--- config.mk ---
export PLATFORM = sky130hd
export DESIGN_NAME = ptc_periodic_tick_counter
export DESIGN_NICKNAME = d
export VERILOG_FILES = /design/src/hdl/ptc_pkg.sv /design/src/hdl/ptc_periodic_tick_counter.sv
export SDC_FILE = /design/constraint.sdc
export NUM_CORES = 1
export LEC_CHECK = 0
export ABC_AREA = 1
export BUFFER_PORTS_ARGS = -buffer_cell sky130_fd_sc_hd__buf_4
export CAP_MARGIN = 10
export CELL_PAD_IN_SITES_DETAIL_PLACEMENT = 0
export CELL_PAD_IN_SITES_GLOBAL_PLACEMENT = 1
export CORE_UTILIZATION = 42
export CTS_CLUSTER_DIAMETER = 60
export DETAILED_ROUTE_END_ITERATION = 6
export PLACE_DENSITY = 0.91
export SYNTH_ARGS = -nofsm -noshare
export SYNTH_HDL_FRONTEND = slang
export SYNTH_SLANG_ARGS = --single-unit
--- constraint.sdc ---
create_clock -name mclk -period 2.7 [get_ports mclk]
set_input_delay 0.27 -clock mclk [delete_from_list [all_inputs] [get_ports mclk]]
set_output_delay 0.27 -clock mclk [all_outputs]
set_load 0.01 [all_outputs]
--- src/hdl/ptc_pkg.sv ---
// Package for the periodic tick counter: register map, bit fields,
// reset values and the register bus carrier.
// Assumes an 8-bit register port with 16-bit byte addresses.
package ptc_pkg;

    ////////////////////////////////////////////////////////////////////
    // Register map
    localparam int ADDR_W = 16;
    localparam int DATA_W = 8;
    localparam int CNT_W_DEF = 8;
    localparam int SRC_N = 4;
    localparam logic [ADDR_W-1:0] OFF_CTL = 16'h5000;
    localparam logic [ADDR_W-1:0] OFF_CNT = 16'h5001;
    localparam logic [ADDR_W-1:0] OFF_ENA = 16'h5002;
    localparam logic [ADDR_W-1:0] OFF_CAUSE = 16'h5003;

    ////////////////////////////////////////////////////////////////////
    // Field positions in the control register
    localparam int BIT_RUN = 0;
    localparam int BIT_CLR = 4;

    // Counter bits that feed the 32, 8, 2 and 1 Hz causes
    localparam int BIT_32HZ = 2;
    localparam int BIT_8HZ = 4;
    localparam int BIT_2HZ = 6;
    localparam int BIT_1HZ = 7;

    // Cause and enable positions
    localparam int SRC_32HZ = 3;
    localparam int SRC_8HZ = 2;
    localparam int SRC_2HZ = 1;
    localparam int SRC_1HZ = 0;

    ////////////////////////////////////////////////////////////////////
    // Reset values
    localparam logic [DATA_W-1:0] RST_BYTE = 8'h00;
    localparam logic [SRC_N-1:0] RST_SRC = 4'h0;

    typedef struct packed {
        logic wrStb;
        logic rdStb;
        logic [ADDR_W-1:0] addr;
        logic [DATA_W-1:0] wrData;
    } ptc_bus_req_t;

endpackage : ptc_pkg

--- src/hdl/ptc_periodic_tick_counter.sv ---
// Periodic tick counter: 8-bit up-counter on a 256 Hz tick, run/stop
// synchronised to the tick, four rate causes with enables and W1C flags.
// Assumes tick256 is a slow level synchronous to mclk and that the
// interrupt controller samples irqReq as a level.
//
// Functional notes
// - Writing 1 to clear bit zeroes the counter; 0 does nothing
// - Counter is zero after system reset
// - Run bit 1 lets counter advance on tick; 0 halts it
// - Stopping keeps the value; running again resumes from it
// - Run and clear written together: clear first, then count
// - Clear while running keeps counting from zero; stopped stays zero
// - Clear bit always reads back as zero
// - Run and stop take effect at next falling tick edge
// - After stop request counter advances once more, then halts
// - Run bit reads 1 until counter has truly stopped
// - While running, falling edges of 32/8/2/1 Hz raise causes
// - Enable register: bit3 32Hz, bit2 8Hz, bit1 2Hz, bit0 1Hz
// - Cause register: bit3 32Hz, bit2 8Hz, bit1 2Hz, bit0 1Hz
// - Cause flag sets only if its enable is 1
// - One shared request output, high while any cause flag is 1
// - Reserved bits read 0, are written 0; registers are 8 bits
// - Counter is 8-bit binary, advanced by 256 Hz tick
// - Bit0 is 128 Hz, bit7 1 Hz; sources are bits 2,4,6,7
//
// Implementation choice: the strobed register port.
`timescale 1ns/1ps
module ptc_periodic_tick_counter #(
    parameter int CNT_W = ptc_pkg::CNT_W_DEF
) (
    input wire logic mclk,
    input wire logic rst,
    input wire ptc_pkg::ptc_bus_req_t busReq,
    output logic [ptc_pkg::DATA_W-1:0] rdData,
    input wire logic tick256,
    output logic irqReq
);
    import ptc_pkg::*;

    if (CNT_W != DATA_W) begin : g_chk
        $error("CNT_W must equal the register width");
    end

    ////////////////////////////////////////////////////////////////////
    // Helpers
    function automatic logic [SRC_N-1:0] srcBits(
        input logic [CNT_W-1:0] c
    );
        logic [SRC_N-1:0] s;
        s = RST_SRC;
        s[SRC_32HZ] = c[BIT_32HZ];
        s[SRC_8HZ] = c[BIT_8HZ];
        s[SRC_2HZ] = c[BIT_2HZ];
        s[SRC_1HZ] = c[BIT_1HZ];
        return s;
    endfunction : srcBits

    ////////////////////////////////////////////////////////////////////
    // State
    logic tickPrev_r;
    logic runReq_r;
    logic running_r;
    logic [CNT_W-1:0] count_r;
    logic [CNT_W-1:0] count_nxt;
    logic [SRC_N-1:0] enable_r;
    logic [SRC_N-1:0] cause_r;
    logic [SRC_N-1:0] cause_nxt;
    logic [DATA_W-1:0] rdData_r;
    logic [DATA_W-1:0] rdData_nxt;

    ////////////////////////////////////////////////////////////////////
    // Address decode
    wire logic selCtl = (busReq.addr == OFF_CTL);
    wire logic selCnt = (busReq.addr == OFF_CNT);
    wire logic selEna = (busReq.addr == OFF_ENA);
    wire logic selCause = (busReq.addr == OFF_CAUSE);
    wire logic wrCtl = busReq.wrStb && selCtl;
    wire logic wrEna = busReq.wrStb && selEna;
    wire logic wrCause = busReq.wrStb && selCause;
    wire logic clrCmd = wrCtl && busReq.wrData[BIT_CLR];
    wire logic [SRC_N-1:0] w1cMask =
        wrCause ? busReq.wrData[SRC_N-1:0] : RST_SRC;

    ////////////////////////////////////////////////////////////////////
    // Tick edge and run synchronisation
    // Falling edge turned into a one-cycle enable, no second clock
    wire logic tickFall = tickPrev_r && !tick256;

    // Request applied only at the tick edge
    wire logic running_nxt =
        tickFall ? runReq_r : running_r;

    // Advance uses the state before the edge, so a stop request
    // still gets one last step
    wire logic advance = tickFall && running_r;

    wire logic [CNT_W-1:0] countInc = CNT_W'(count_r + 1'b1);

    // Clear wins over the step in the same cycle
    always_comb begin
        if (clrCmd) begin
            count_nxt = '0;
        end else if (advance) begin
            count_nxt = countInc;
        end else begin
            count_nxt = count_r;
        end
    end

    ////////////////////////////////////////////////////////////////////
    // Causes
    // A fall is only a real step of the counter, never a clear
    wire logic [SRC_N-1:0] srcFall =
        advance ? (srcBits(count_r) & ~srcBits(countInc))
                : RST_SRC;
    wire logic [SRC_N-1:0] causeSet = srcFall & enable_r;

    // Set wins over a W1C clear in the same cycle
    assign cause_nxt = (cause_r & ~w1cMask) | causeSet;

    ////////////////////////////////////////////////////////////////////
    // Read mux
    // Run bit stays 1 until the stop has happened at the tick
    wire logic runRead = runReq_r || running_r;
    wire logic [DATA_W-1:0] ctlRead =
        {{(DATA_W-1){1'b0}}, runRead};
    wire logic [DATA_W-1:0] enaRead =
        {{(DATA_W-SRC_N){1'b0}}, enable_r};
    wire logic [DATA_W-1:0] causeRead =
        {{(DATA_W-SRC_N){1'b0}}, cause_r};

    always_comb begin
        if (!busReq.rdStb) begin
            rdData_nxt = RST_BYTE;
        end else if (selCtl) begin
            rdData_nxt = ctlRead;
        end else if (selCnt) begin
            rdData_nxt = count_r;
        end else if (selEna) begin
            rdData_nxt = enaRead;
        end else if (selCause) begin
            rdData_nxt = causeRead;
        end else begin
            rdData_nxt = RST_BYTE;
        end
    end

    ////////////////////////////////////////////////////////////////////
    // Registers
    always_ff @(posedge mclk or posedge rst) begin
        if (rst) begin
            tickPrev_r <= 1'b0;
            running_r <= 1'b0;
            count_r <= '0;
        end else begin
            tickPrev_r <= tick256;
            running_r <= running_nxt;
            count_r <= count_nxt;
        end
    end

    always_ff @(posedge mclk or posedge rst) begin
        if (rst) begin
            runReq_r <= 1'b0;
        end else if (wrCtl) begin
            runReq_r <= busReq.wrData[BIT_RUN];
        end
    end

    always_ff @(posedge mclk or posedge rst) begin
        if (rst) begin
            enable_r <= RST_SRC;
        end else if (wrEna) begin
            enable_r <= busReq.wrData[SRC_N-1:0];
        end
    end

    always_ff @(posedge mclk or posedge rst) begin
        if (rst) begin
            cause_r <= RST_SRC;
            rdData_r <= RST_BYTE;
            irqReq <= 1'b0;
        end else begin
            cause_r <= cause_nxt;
            rdData_r <= rdData_nxt;
            irqReq <= |cause_nxt;
        end
    end

    assign rdData = rdData_r;
endmodule : ptc_periodic_tick_counter

# Word-level counts from Yosys, hierarchy flattened
# Cells that the tools add are included.
# Widths: inputs -> output; s select.
# totals
latchBits,0
rom_bits,0
out_inout_bits,9
memories,0
wordCells,38
reg_bits,28
ram_bits,0
# op_classes
n_mul,0
muxes,9
n_shift,0
div,0
n_eq_ne,4
addsub,1
n_lt_le_gt_ge,0
n_bitwise,6
n_reduce_logical,10
# ops
operator,n
$eq 16x15->1 const B,4
$mux 8,5
$mux 4,4
$and 4x4->4,3
$add 8x1->8 const B,1
$not 4->4,2
$logic_and 1x1->1,6
$or 4x4->4,1
$reduce_or 4->1,1
$reduce_bool 2->1,1
$logic_not 1->1,1
$logic_or 1x1->1,1

# Depth between registers and ports, before layout
# Gate-level depths: netlist of run 1.
# depth
ltp_word,7
mapped_depth,9
depth_no_buf,9

# Worst setup path before layout of run 1
# Ideal clock, no wire load.
# synth_path
kind,register to register
from,reg count_r[0]
to,reg irqReq
required_time_ns,2.581
setup_time_ns,0.119
n_path_buf,0
path_stages_with_launch,9
t_arrival_ns,1.171
period_less_slack_ns,1.289
path_slack_ns,1.411
cell_sequence,dfrtp_1 > ha_1 > nand3_1 > inv_1 > ha_1 > nand3_1 > nand2_2 > nor2_1 > nand2_1
# synth_between
elab_chain_cells,7
# synth_rtl
item,line,source
"start, declared",ptc_periodic_tick_counter.sv:63,logic [CNT_W-1:0] count_r;
"start signal, assigned",ptc_periodic_tick_counter.sv:158,count_r <= count_nxt;
$add 8x1->8,ptc_periodic_tick_counter.sv:97,wire logic [CNT_W-1:0] countInc = CNT_W'(count_r + 1'b1);
$not 4->4,ptc_periodic_tick_counter.sv:114,advance ? (srcBits(count_r) & ~srcBits(countInc))
$and 4x4->4,ptc_periodic_tick_counter.sv:114,
$mux 4,ptc_periodic_tick_counter.sv:114,
$and 4x4->4,ptc_periodic_tick_counter.sv:116,wire logic [SRC_N-1:0] causeSet = srcFall & enable_r;
$or 4x4->4,ptc_periodic_tick_counter.sv:119,assign cause_nxt = (cause_r & ~w1cMask) | causeSet;
net cause_nxt[2],ptc_periodic_tick_counter.sv:67,logic [SRC_N-1:0] cause_nxt;
$reduce_or 4->1,ptc_periodic_tick_counter.sv:186,irqReq <= |cause_nxt;
"end signal, assigned",ptc_periodic_tick_counter.sv:186,
"end, declared",ptc_periodic_tick_counter.sv:36,output logic irqReq
# The timed path passes the listed nets, and every way through them passes these cells.
# A chain may end at the register's enable or synchronous reset.

# Worst setup path in the final report of run 1
# Ends and elaborated chain as after synthesis.

==> summary.txt, run 1 <==
Status
  – Outcome: finished clean

STA
  – Post-layout min period: ~1400 ps
  – Fin Hold WS: about 55 ps
  – Slew @ Worst Pin: about 360 ps
  – Final hold vios: 0
  – Fin Setup TNS: 0 ps
  – Setup-failing EPs final: 0
  – Max-slew headroom: between 70 and 80%
  – RSZ-0062 raised after global routing: false
  – Slew Limit Fails: 0
  – FMAX: about 700 MHz
  – Clock Skew: just under 6 ps
  – Tcrit/Tclk final: about 53%

Clock network
  – Clock root buffer: clkbuf_8
  – Clock transition at the registers of the reported paths: 90 ps
  – CTS hold repair buffers: 0
  – Worst-Skew Late Latency: approximately 270 ps
  – CTS tree: yes
  – Clock Tree Buf Depth: 2
  – # H-tree levels: 1
  – Cts repair resizes: 0
  – Clk sink count: 28
  – Post-CTS setup buffers: 0
  – Num CTS Buffers: 3

Finish
  – Final #Nets: 255
  – Area growth, synth to finish: 23.0%
  – Post-route cell area: between 1500 and 2000 um^2
  – Share of cells above drive strength 1: between 30% and 40%
  – Commonest non-fill, non-tap cell in the layout: buf_4
  – Inserted Diodes: 0
  – Multi-input gate area in the final layout: between 700 and 800 um^2
  – Commonest non-fill, non-tap cells in the layout: 35 x buf_4, 33 x nand2_1, 28 x dfrtp_1, 20 x nand3_1, 17 x inv_1
  – Non-Filler Instances: ~270
  – Register area: around 700 um^2
  – Layout fillers: 347

Synthesis
  – Syn Inst Count: 182
  – Mux share of post-synthesis cell area: less than 1%
  – Seq/Total Area, Yosys: ~44%
  – Syn. warnings: 0
  – Share of Yosys cell area claimed by the top area cell type: about 44%
  – Top FF cell, synth: dfrtp_1
  – Xor/xnor share of the synthesized area: under 10%
  – Syn nets: approximately 220
  – Seq cells post-synth: 28
  – Post-synthesis compound-gate area fraction: about 5.6%
  – Main combinational cell family by area after synthesis: simple AND/OR/NAND/NOR gates
  – Async SR Flop Fraction: 100%
  – Number of synthesized flops with an enable pin: 0
  – Post-synthesis simple-gate area fraction: 37.3%
  – Synth cell types: 28
  – Cell area after synthesis: 1580 um^2
  – Largest area contributor in the netlist: dfrtp_1
  – Largest cells by area after synthesis: dfrtp_1 44%, nand2_1 7.9%, nand3_1 6.4%, inv_1 4.1%, ha_1 4.0%
  – Avg Inst Size Synth: roughly 8.7 um^2
  – Adder-cell share of the synthesized area: a little under 4%

Placed design
  – Placed Cells: between 200 and 300
  – Port buffer count: 34
  – Final Wtd Congestion: just over 0.8
  – Hpwl dp: approximately 2600 um
  – Placed cell area: ~1900 um^2

Drt
  – Met1 WL: 1450 um
  – Initial DRC count: 33
  – Final WL: 3230 um
  – WL met2: around 1600 um
  – Via-to-Cell Ratio: ~5
  – DR DRC count: 0
  – ANT nets after route: 0
  – Top Layer Used: met4
  – Per-cell routed wire length: roughly 12 um
  – Pre-antenna DRT Iters: 4
  – Vias: roughly 1,300
  – WL met3: between 100 and 150 um

GRT
  – Initial antenna violation count: 0
  – Global-route wire length before repair: 5680 um
  – Largest net degree at the start of global routing: 29
  – GRT Util Overall: between 10% and 20%
  – Via count of the first global-routing pass: roughly 1,300
  – Total grt overflow: 0

Setup path
  – CP arrival: 1590 ps
  – Crit path launch type: flop
  – R2R Path Start: count_r[0]
  – Critical path's largest stage delay: around 440 ps
  – Slowest-stage cell, CP: dfrtp_1
  – Critical path data required time: 2870 ps
  – Kind of critical path: reg2reg
  – Critical Path End Type: flop
  – Crit-path cells: ha_1, nand3_1, inv_1, ha_1, nand3_1, nand2_2, nor2_1, nand2_1
  – R2r endpoint: irqReq
  – Reg2reg setup slack: approximately 1300 ps
  – Reg2Reg Depth: 8
  – Worst-path maximum fanout: 4

Power and ir drop
  – NetSw: between 0.15 and 0.2 mW
  – Final Power: ~0.74 mW
  – Comb power frac: a little under a tenth
  – Cell area power density: around 380 nW/um^2
  – Pint: roughly 0.58 mW
  – Share of total power in the clock network: ~34%
  – Worst IR Drop VDD: roughly 400 uV
  – Sw Ratio: 21.8%
  – Leak Pwr: roughly 1.0 nW
  – Flop pwr share: between 50 and 60%

Run
  – Max-cap violations: 0

Die
  – Initial core utilization: between 40% and 50%
  – Die ar.: 4000 um^2
  – Die span in x: 63.2 um
  – Die Y: 63.2 um
  – # IOs: 38
  – Num rows: 21
  – Core area: around 3500 um^2

Min path
  – HP Class: in2async
## power groups by stage
stage	registers, mW	logic (mW)	clock network [mW]
6_report	0.420	0.0717	0.253
5_1_grt	0.420	0.0801	0.279
4_1_cts	0.420	0.0730	0.260
3_5_place_dp	0.428	0.0729	0
3_3_place_gp	0.428	0.0720	0
2_1_floorplan	0.428	0.0321	0
## per-stage QoR
stage	worst slack, ps	util (%)
floorplan	1410	-
global placement	1230	54.3
detailed placement	1210	54.3
CTS	1250	55.8
global route	1150	55.8
finish	1270	55.8
## sequential cells by signal, indices dropped and copies added (netlist names)
signal and count:
runReq_r 1, cause_r 4, tickPrev_r 1, rdData 8, running_r 1, count_r 8, irqReq 1, enable_r 4
## synthesized netlist by cell type, types with 2 or more instances
cell,instances
xor2_1,3
a21oi_1,9
nand2_2,10
inv_1,17
nand3_1,20
nor3_4,2
ha_1,5
nor2_4,2
dfrtp_1,28
nand4_1,8
nor3b_1,3
nand2_1,33
o21ai_1,7
nor2_2,4
inv_2,3
nor3_1,2
nor2_1,15
## metal layers
layer,vias up,global-route usage [%]
li1,679,-
met4,0,2.56
met5,-,0
met1,607,22.6
met2,26,32.1
met3,2,3.44
## layout make-up
| cell class | count | share of cell area, % |
|---|---|---|
| multi-input cells | 131 | 40.1 |
| flip-flops and latches | 28 | 36.2 |
| repair buffers | 35 | 13.6 |
| inverters | 22 | 4.33 |
| well taps | 46 | 2.97 |
| clock buffers | 4 | 2.84 |
## cells by family (layout without fill, tap and decap cells)
group                      count (synthesis)  in the layout
and+or+nand+nor                          105            105
buffers and inverters                     23             61
muxes                                      1              1
xor gates and xnor gates                   3              3
AOI/OAI and AO/OA                         17             17
DFF                                       28             28
adders and majority gates                  5              5
## worst max-delay path by stage
| stage | start | to | slack, ps | depth (start not counted) |
|---|---|---|---|---|
| final | count_r[0] | irqReq | 1270 | 8 |
| after global routing | count_r[0] | irqReq | 1150 | 8 |
| after CTS | count_r[0] | irqReq | 1250 | 8 |
| after detailed placement | busReq[16] | count_r[6] | 1210 | 7 |
| after global placement | busReq[16] | count_r[6] | 1230 | 7 |
| after floorplan | count_r[0] | irqReq | 1410 | 8 |
## critical path, delay by kind of cell (launching register included)
| family | cells | cell delay [ps] |
|---|---|---|
| AND/OR/NAND/NOR | 5 | 410 |
| buffers and inverters | 1 | 50 |
| flip-flops | 1 | 440 |
| adder cells (fa/ha/maj) | 2 | 410 |
No activity file was read; power rests on OpenSTA's default activity.
==> run 2: changes to the inputs <==
- ABC_AREA: 1 -> 0
- CORE_UTILIZATION: 42 -> 36
- PLACE_DENSITY: 0.91 -> 0.81
- clock period: 2.7 -> 1.3 ns (I/O delays scaled with it)
==> run 2 against run 1 <==
The flow now finishes with violations (setup timing). Core utilization increased by 1.2 points. Power increased by 110%. Worst setup slack got worse by 1900 ps. Non-clock buffer count increased by 32. Critical endpoint unchanged. Largest cell class unchanged. Largest power group unchanged. Highest routed layer unchanged.
==> summary.txt, run 2 <==
Status
  – Outcome: finished with violations
  – Violated checks: setup timing

Placed design
  – Final Wtd Congestion: 0.808
  – Post-place setup slack: -638 ps
  – Placed cell area: between 1500 and 2000 um^2
  – Hpwl dp: between 2000 and 2500 um
  – Port buffer count: 34

STA
  – Fin Hold WS: between 100 and 150 ps
  – Max-slew headroom: a little under 80%
  – Setup ws final: -666 ps
  – Setup-failing EPs final: 9
  – Post-layout min period: about 2000 ps
  – Clock Skew: 7.88 ps
  – Final hold vios: 0
  – FMAX: ~510 MHz
  – Tcrit/Tclk final: 151%
  – Slew @ Worst Pin: roughly 350 ps
  – Slew Limit Fails: 0
  – RSZ-0062 raised after global routing: true

Setup path
  – Worst Setup EP: irqReq
  – R2R Path Start: count_r[1]
  – Critical path data required time: approximately 1500 ps
  – Reg2Reg Depth: 8
  – Crit path launch: count_r[1]
  – Critical Path End Type: flop
  – R2r endpoint: irqReq
  – Kind of critical path: reg2reg
  – CP arrival: 2120 ps
  – Reg2reg setup slack: -670 ps
  – Crit path launch type: flop
  – Worst-path maximum fanout: 2

Die
  – Die ar.: 4150 um^2
  – Die Y: approximately 64 um
  – Core area: between 3000 and 4000 um^2
  – Die span in x: 64.4 um
  – Initial core utilization: 38.1%
  – # IOs: 38
  – Num rows: 22

Drt
  – Via-to-Cell Ratio: between 4 and 5
  – ANT nets after route: 0
  – Pre-antenna DRT Iters: 4
  – Vias: around 1,200
  – Initial DRC count: 27
  – Per-cell routed wire length: 14.1 um
  – DR DRC count: 0
  – Final WL: roughly 3300 um

GRT
  – Initial antenna violation count: 0
  – Total grt overflow: 0
  – Global-route wire length before repair: 5400 um
  – GRT Util Overall: around 17%
  – Largest net degree at the start of global routing: 29
  – Via count of the first global-routing pass: approximately 1,100

Clock network
  – Clk sink count: 28
  – Clock transition at the registers of the reported paths: ~90 ps
  – Num CTS Buffers: 3
  – Clock root buffer: clkbuf_8
  – Worst-Skew Late Latency: around 270 ps
  – Clock Tree Buf Depth: 2
  – CTS tree: yes
  – # H-tree levels: 1

Finish
  – Register area: about 700 um^2
  – Area growth, synth to finish: 49.8%
  – Commonest non-fill, non-tap cell in the layout: buf_4
  – Commonest non-fill, non-tap cells in the layout: 60 x buf_4, 28 x dfrtp_1, 19 x nor2_1, 6 x mux2i_1
  – Final #Nets: 220
  – Layout fillers: 320
  – Share of cells above drive strength 1: 52.4%
  – Post-route cell area: 2100 um^2
  – Multi-input gate area in the final layout: between 700 and 800 um^2
  – Inserted Diodes: 0

Synthesis
  – Async SR Flop Fraction: 100%
  – Number of synthesized flops with an enable pin: 0
  – Seq cells post-synth: 28
  – Seq/Total Area, Yosys: between 40% and 50%
  – Syn Inst Count: between 100 and 150
  – Syn. warnings: 0
  – Syn nets: around 150
  – Top FF cell, synth: dfrtp_1
  – Largest cells by area after synthesis: dfrtp_1 50%, mux2_2 7.2%, nor2_1 5.1%, ha_1 4.5%, mux2i_1 4.3%
  – Cell area after synthesis: around 1400 um^2
  – Largest area contributor in the netlist: dfrtp_1
  – Avg Inst Size Synth: between 10 and 15 um^2
  – Share of Yosys cell area claimed by the top area cell type: between 40% and 50%
  – Most used standard cell by instance count after synthesis: dfrtp_1
  – Top cells by count, synth: 28 x dfrtp_1, 19 x nor2_1, 9 x mux2_2, 6 x mux2i_1, 5 x ha_1
  – Synth cell types: 31

Power and ir drop
  – Worst IR Drop VDD: about 700 uV
  – Cell area power density: between 700 and 800 nW/um^2
  – Leak Pwr: approximately 1.0 nW

Min path
  – HP Class: in2reg

Run
  – Max-cap violations: 0
run 2: metrics by stage:
| stage | total power [mW] | instances | TNS, ps | utilization (%) |
|---|---|---|---|---|
| 4_1_cts | 1.56 | 230 | -1550 | 55.9 |
| 2_1_floorplan | 0.937 | 118 | -1660 | - |
| 3_3_place_gp | 1.02 | 221 | -5000 | 52.0 |
| 5_1_grt | 1.61 | 233 | -2730 | 57.0 |
| 3_5_place_dp | 1.02 | 221 | -5360 | 52.0 |
| 6_report | 1.54 | 233 | -1560 | 57.0 |
run 2: worst min-delay path by stage:
stage	from	end	slack, ps	cells after the start
after global routing	busReq[1]	enable_r[1]	100	2
final	busReq[3]	enable_r[3]	100	2
after global placement	rst	rdData[5]	210	3
after floorplan	tick256	tickPrev_r	160	0
after detailed placement	rst	rdData[4]	230	3
after CTS	busReq[2]	enable_r[2]	100	2
run 2: area by class of cell:
class,count,area share (%)
repair buffers,67,25.0
clock buffers,4,2.62
multi-input cells,84,35.8
well taps,48,2.86
inverters,2,0.357
flip-flops and latches,28,33.3
run 2: logic make-up (layout without fill, tap and decap cells):
kind of cell / after synthesis / after routing / share of synthesized area [%]
fa+ha+maj: 5 / 5 / 4.46
mux: 15 / 15 / 11.5
flops: 28 / 28 / 49.9
xor+xnor: 3 / 3 / 1.87
simple gates: 48 / 48 / 22.9
buf+inv: 6 / 73 / 1.69
compound gates: 13 / 13 / 7.66
run 2: what timing repair did:
action	4_1_cts	5_1_grt
buffers inserted	3	3
endpoints found under the setup margin	15	19
hold buffers	2	0
endpoints found under the hold margin	29	0
resized for setup	12	5
pin swaps	4	4
run 2: power by group:
part | total, mW | switching [mW] | internal, mW
registers | 0.873 | 0.00110 | 0.872
logic | 0.145 | 0.0650 | 0.0805
clock network | 0.525 | 0.254 | 0.271
run 2: worst max-delay path: stages, from the launching register on:
cell and delay, ps:
dfrtp_1 390, ha_2 200, and3_4 180, and3_4 180, ha_4 150, nand2_2 50
o2111ai_1 90, o22a_1 190, or4_1 410
run 2: routing by layer:
layer / wire length (um) / track usage (%)
met5: 0 / 0
met1: 1490 / 21.9
met3: 131 / 4.05
met2: 1660 / 29.1
met4: 14 / 5.00
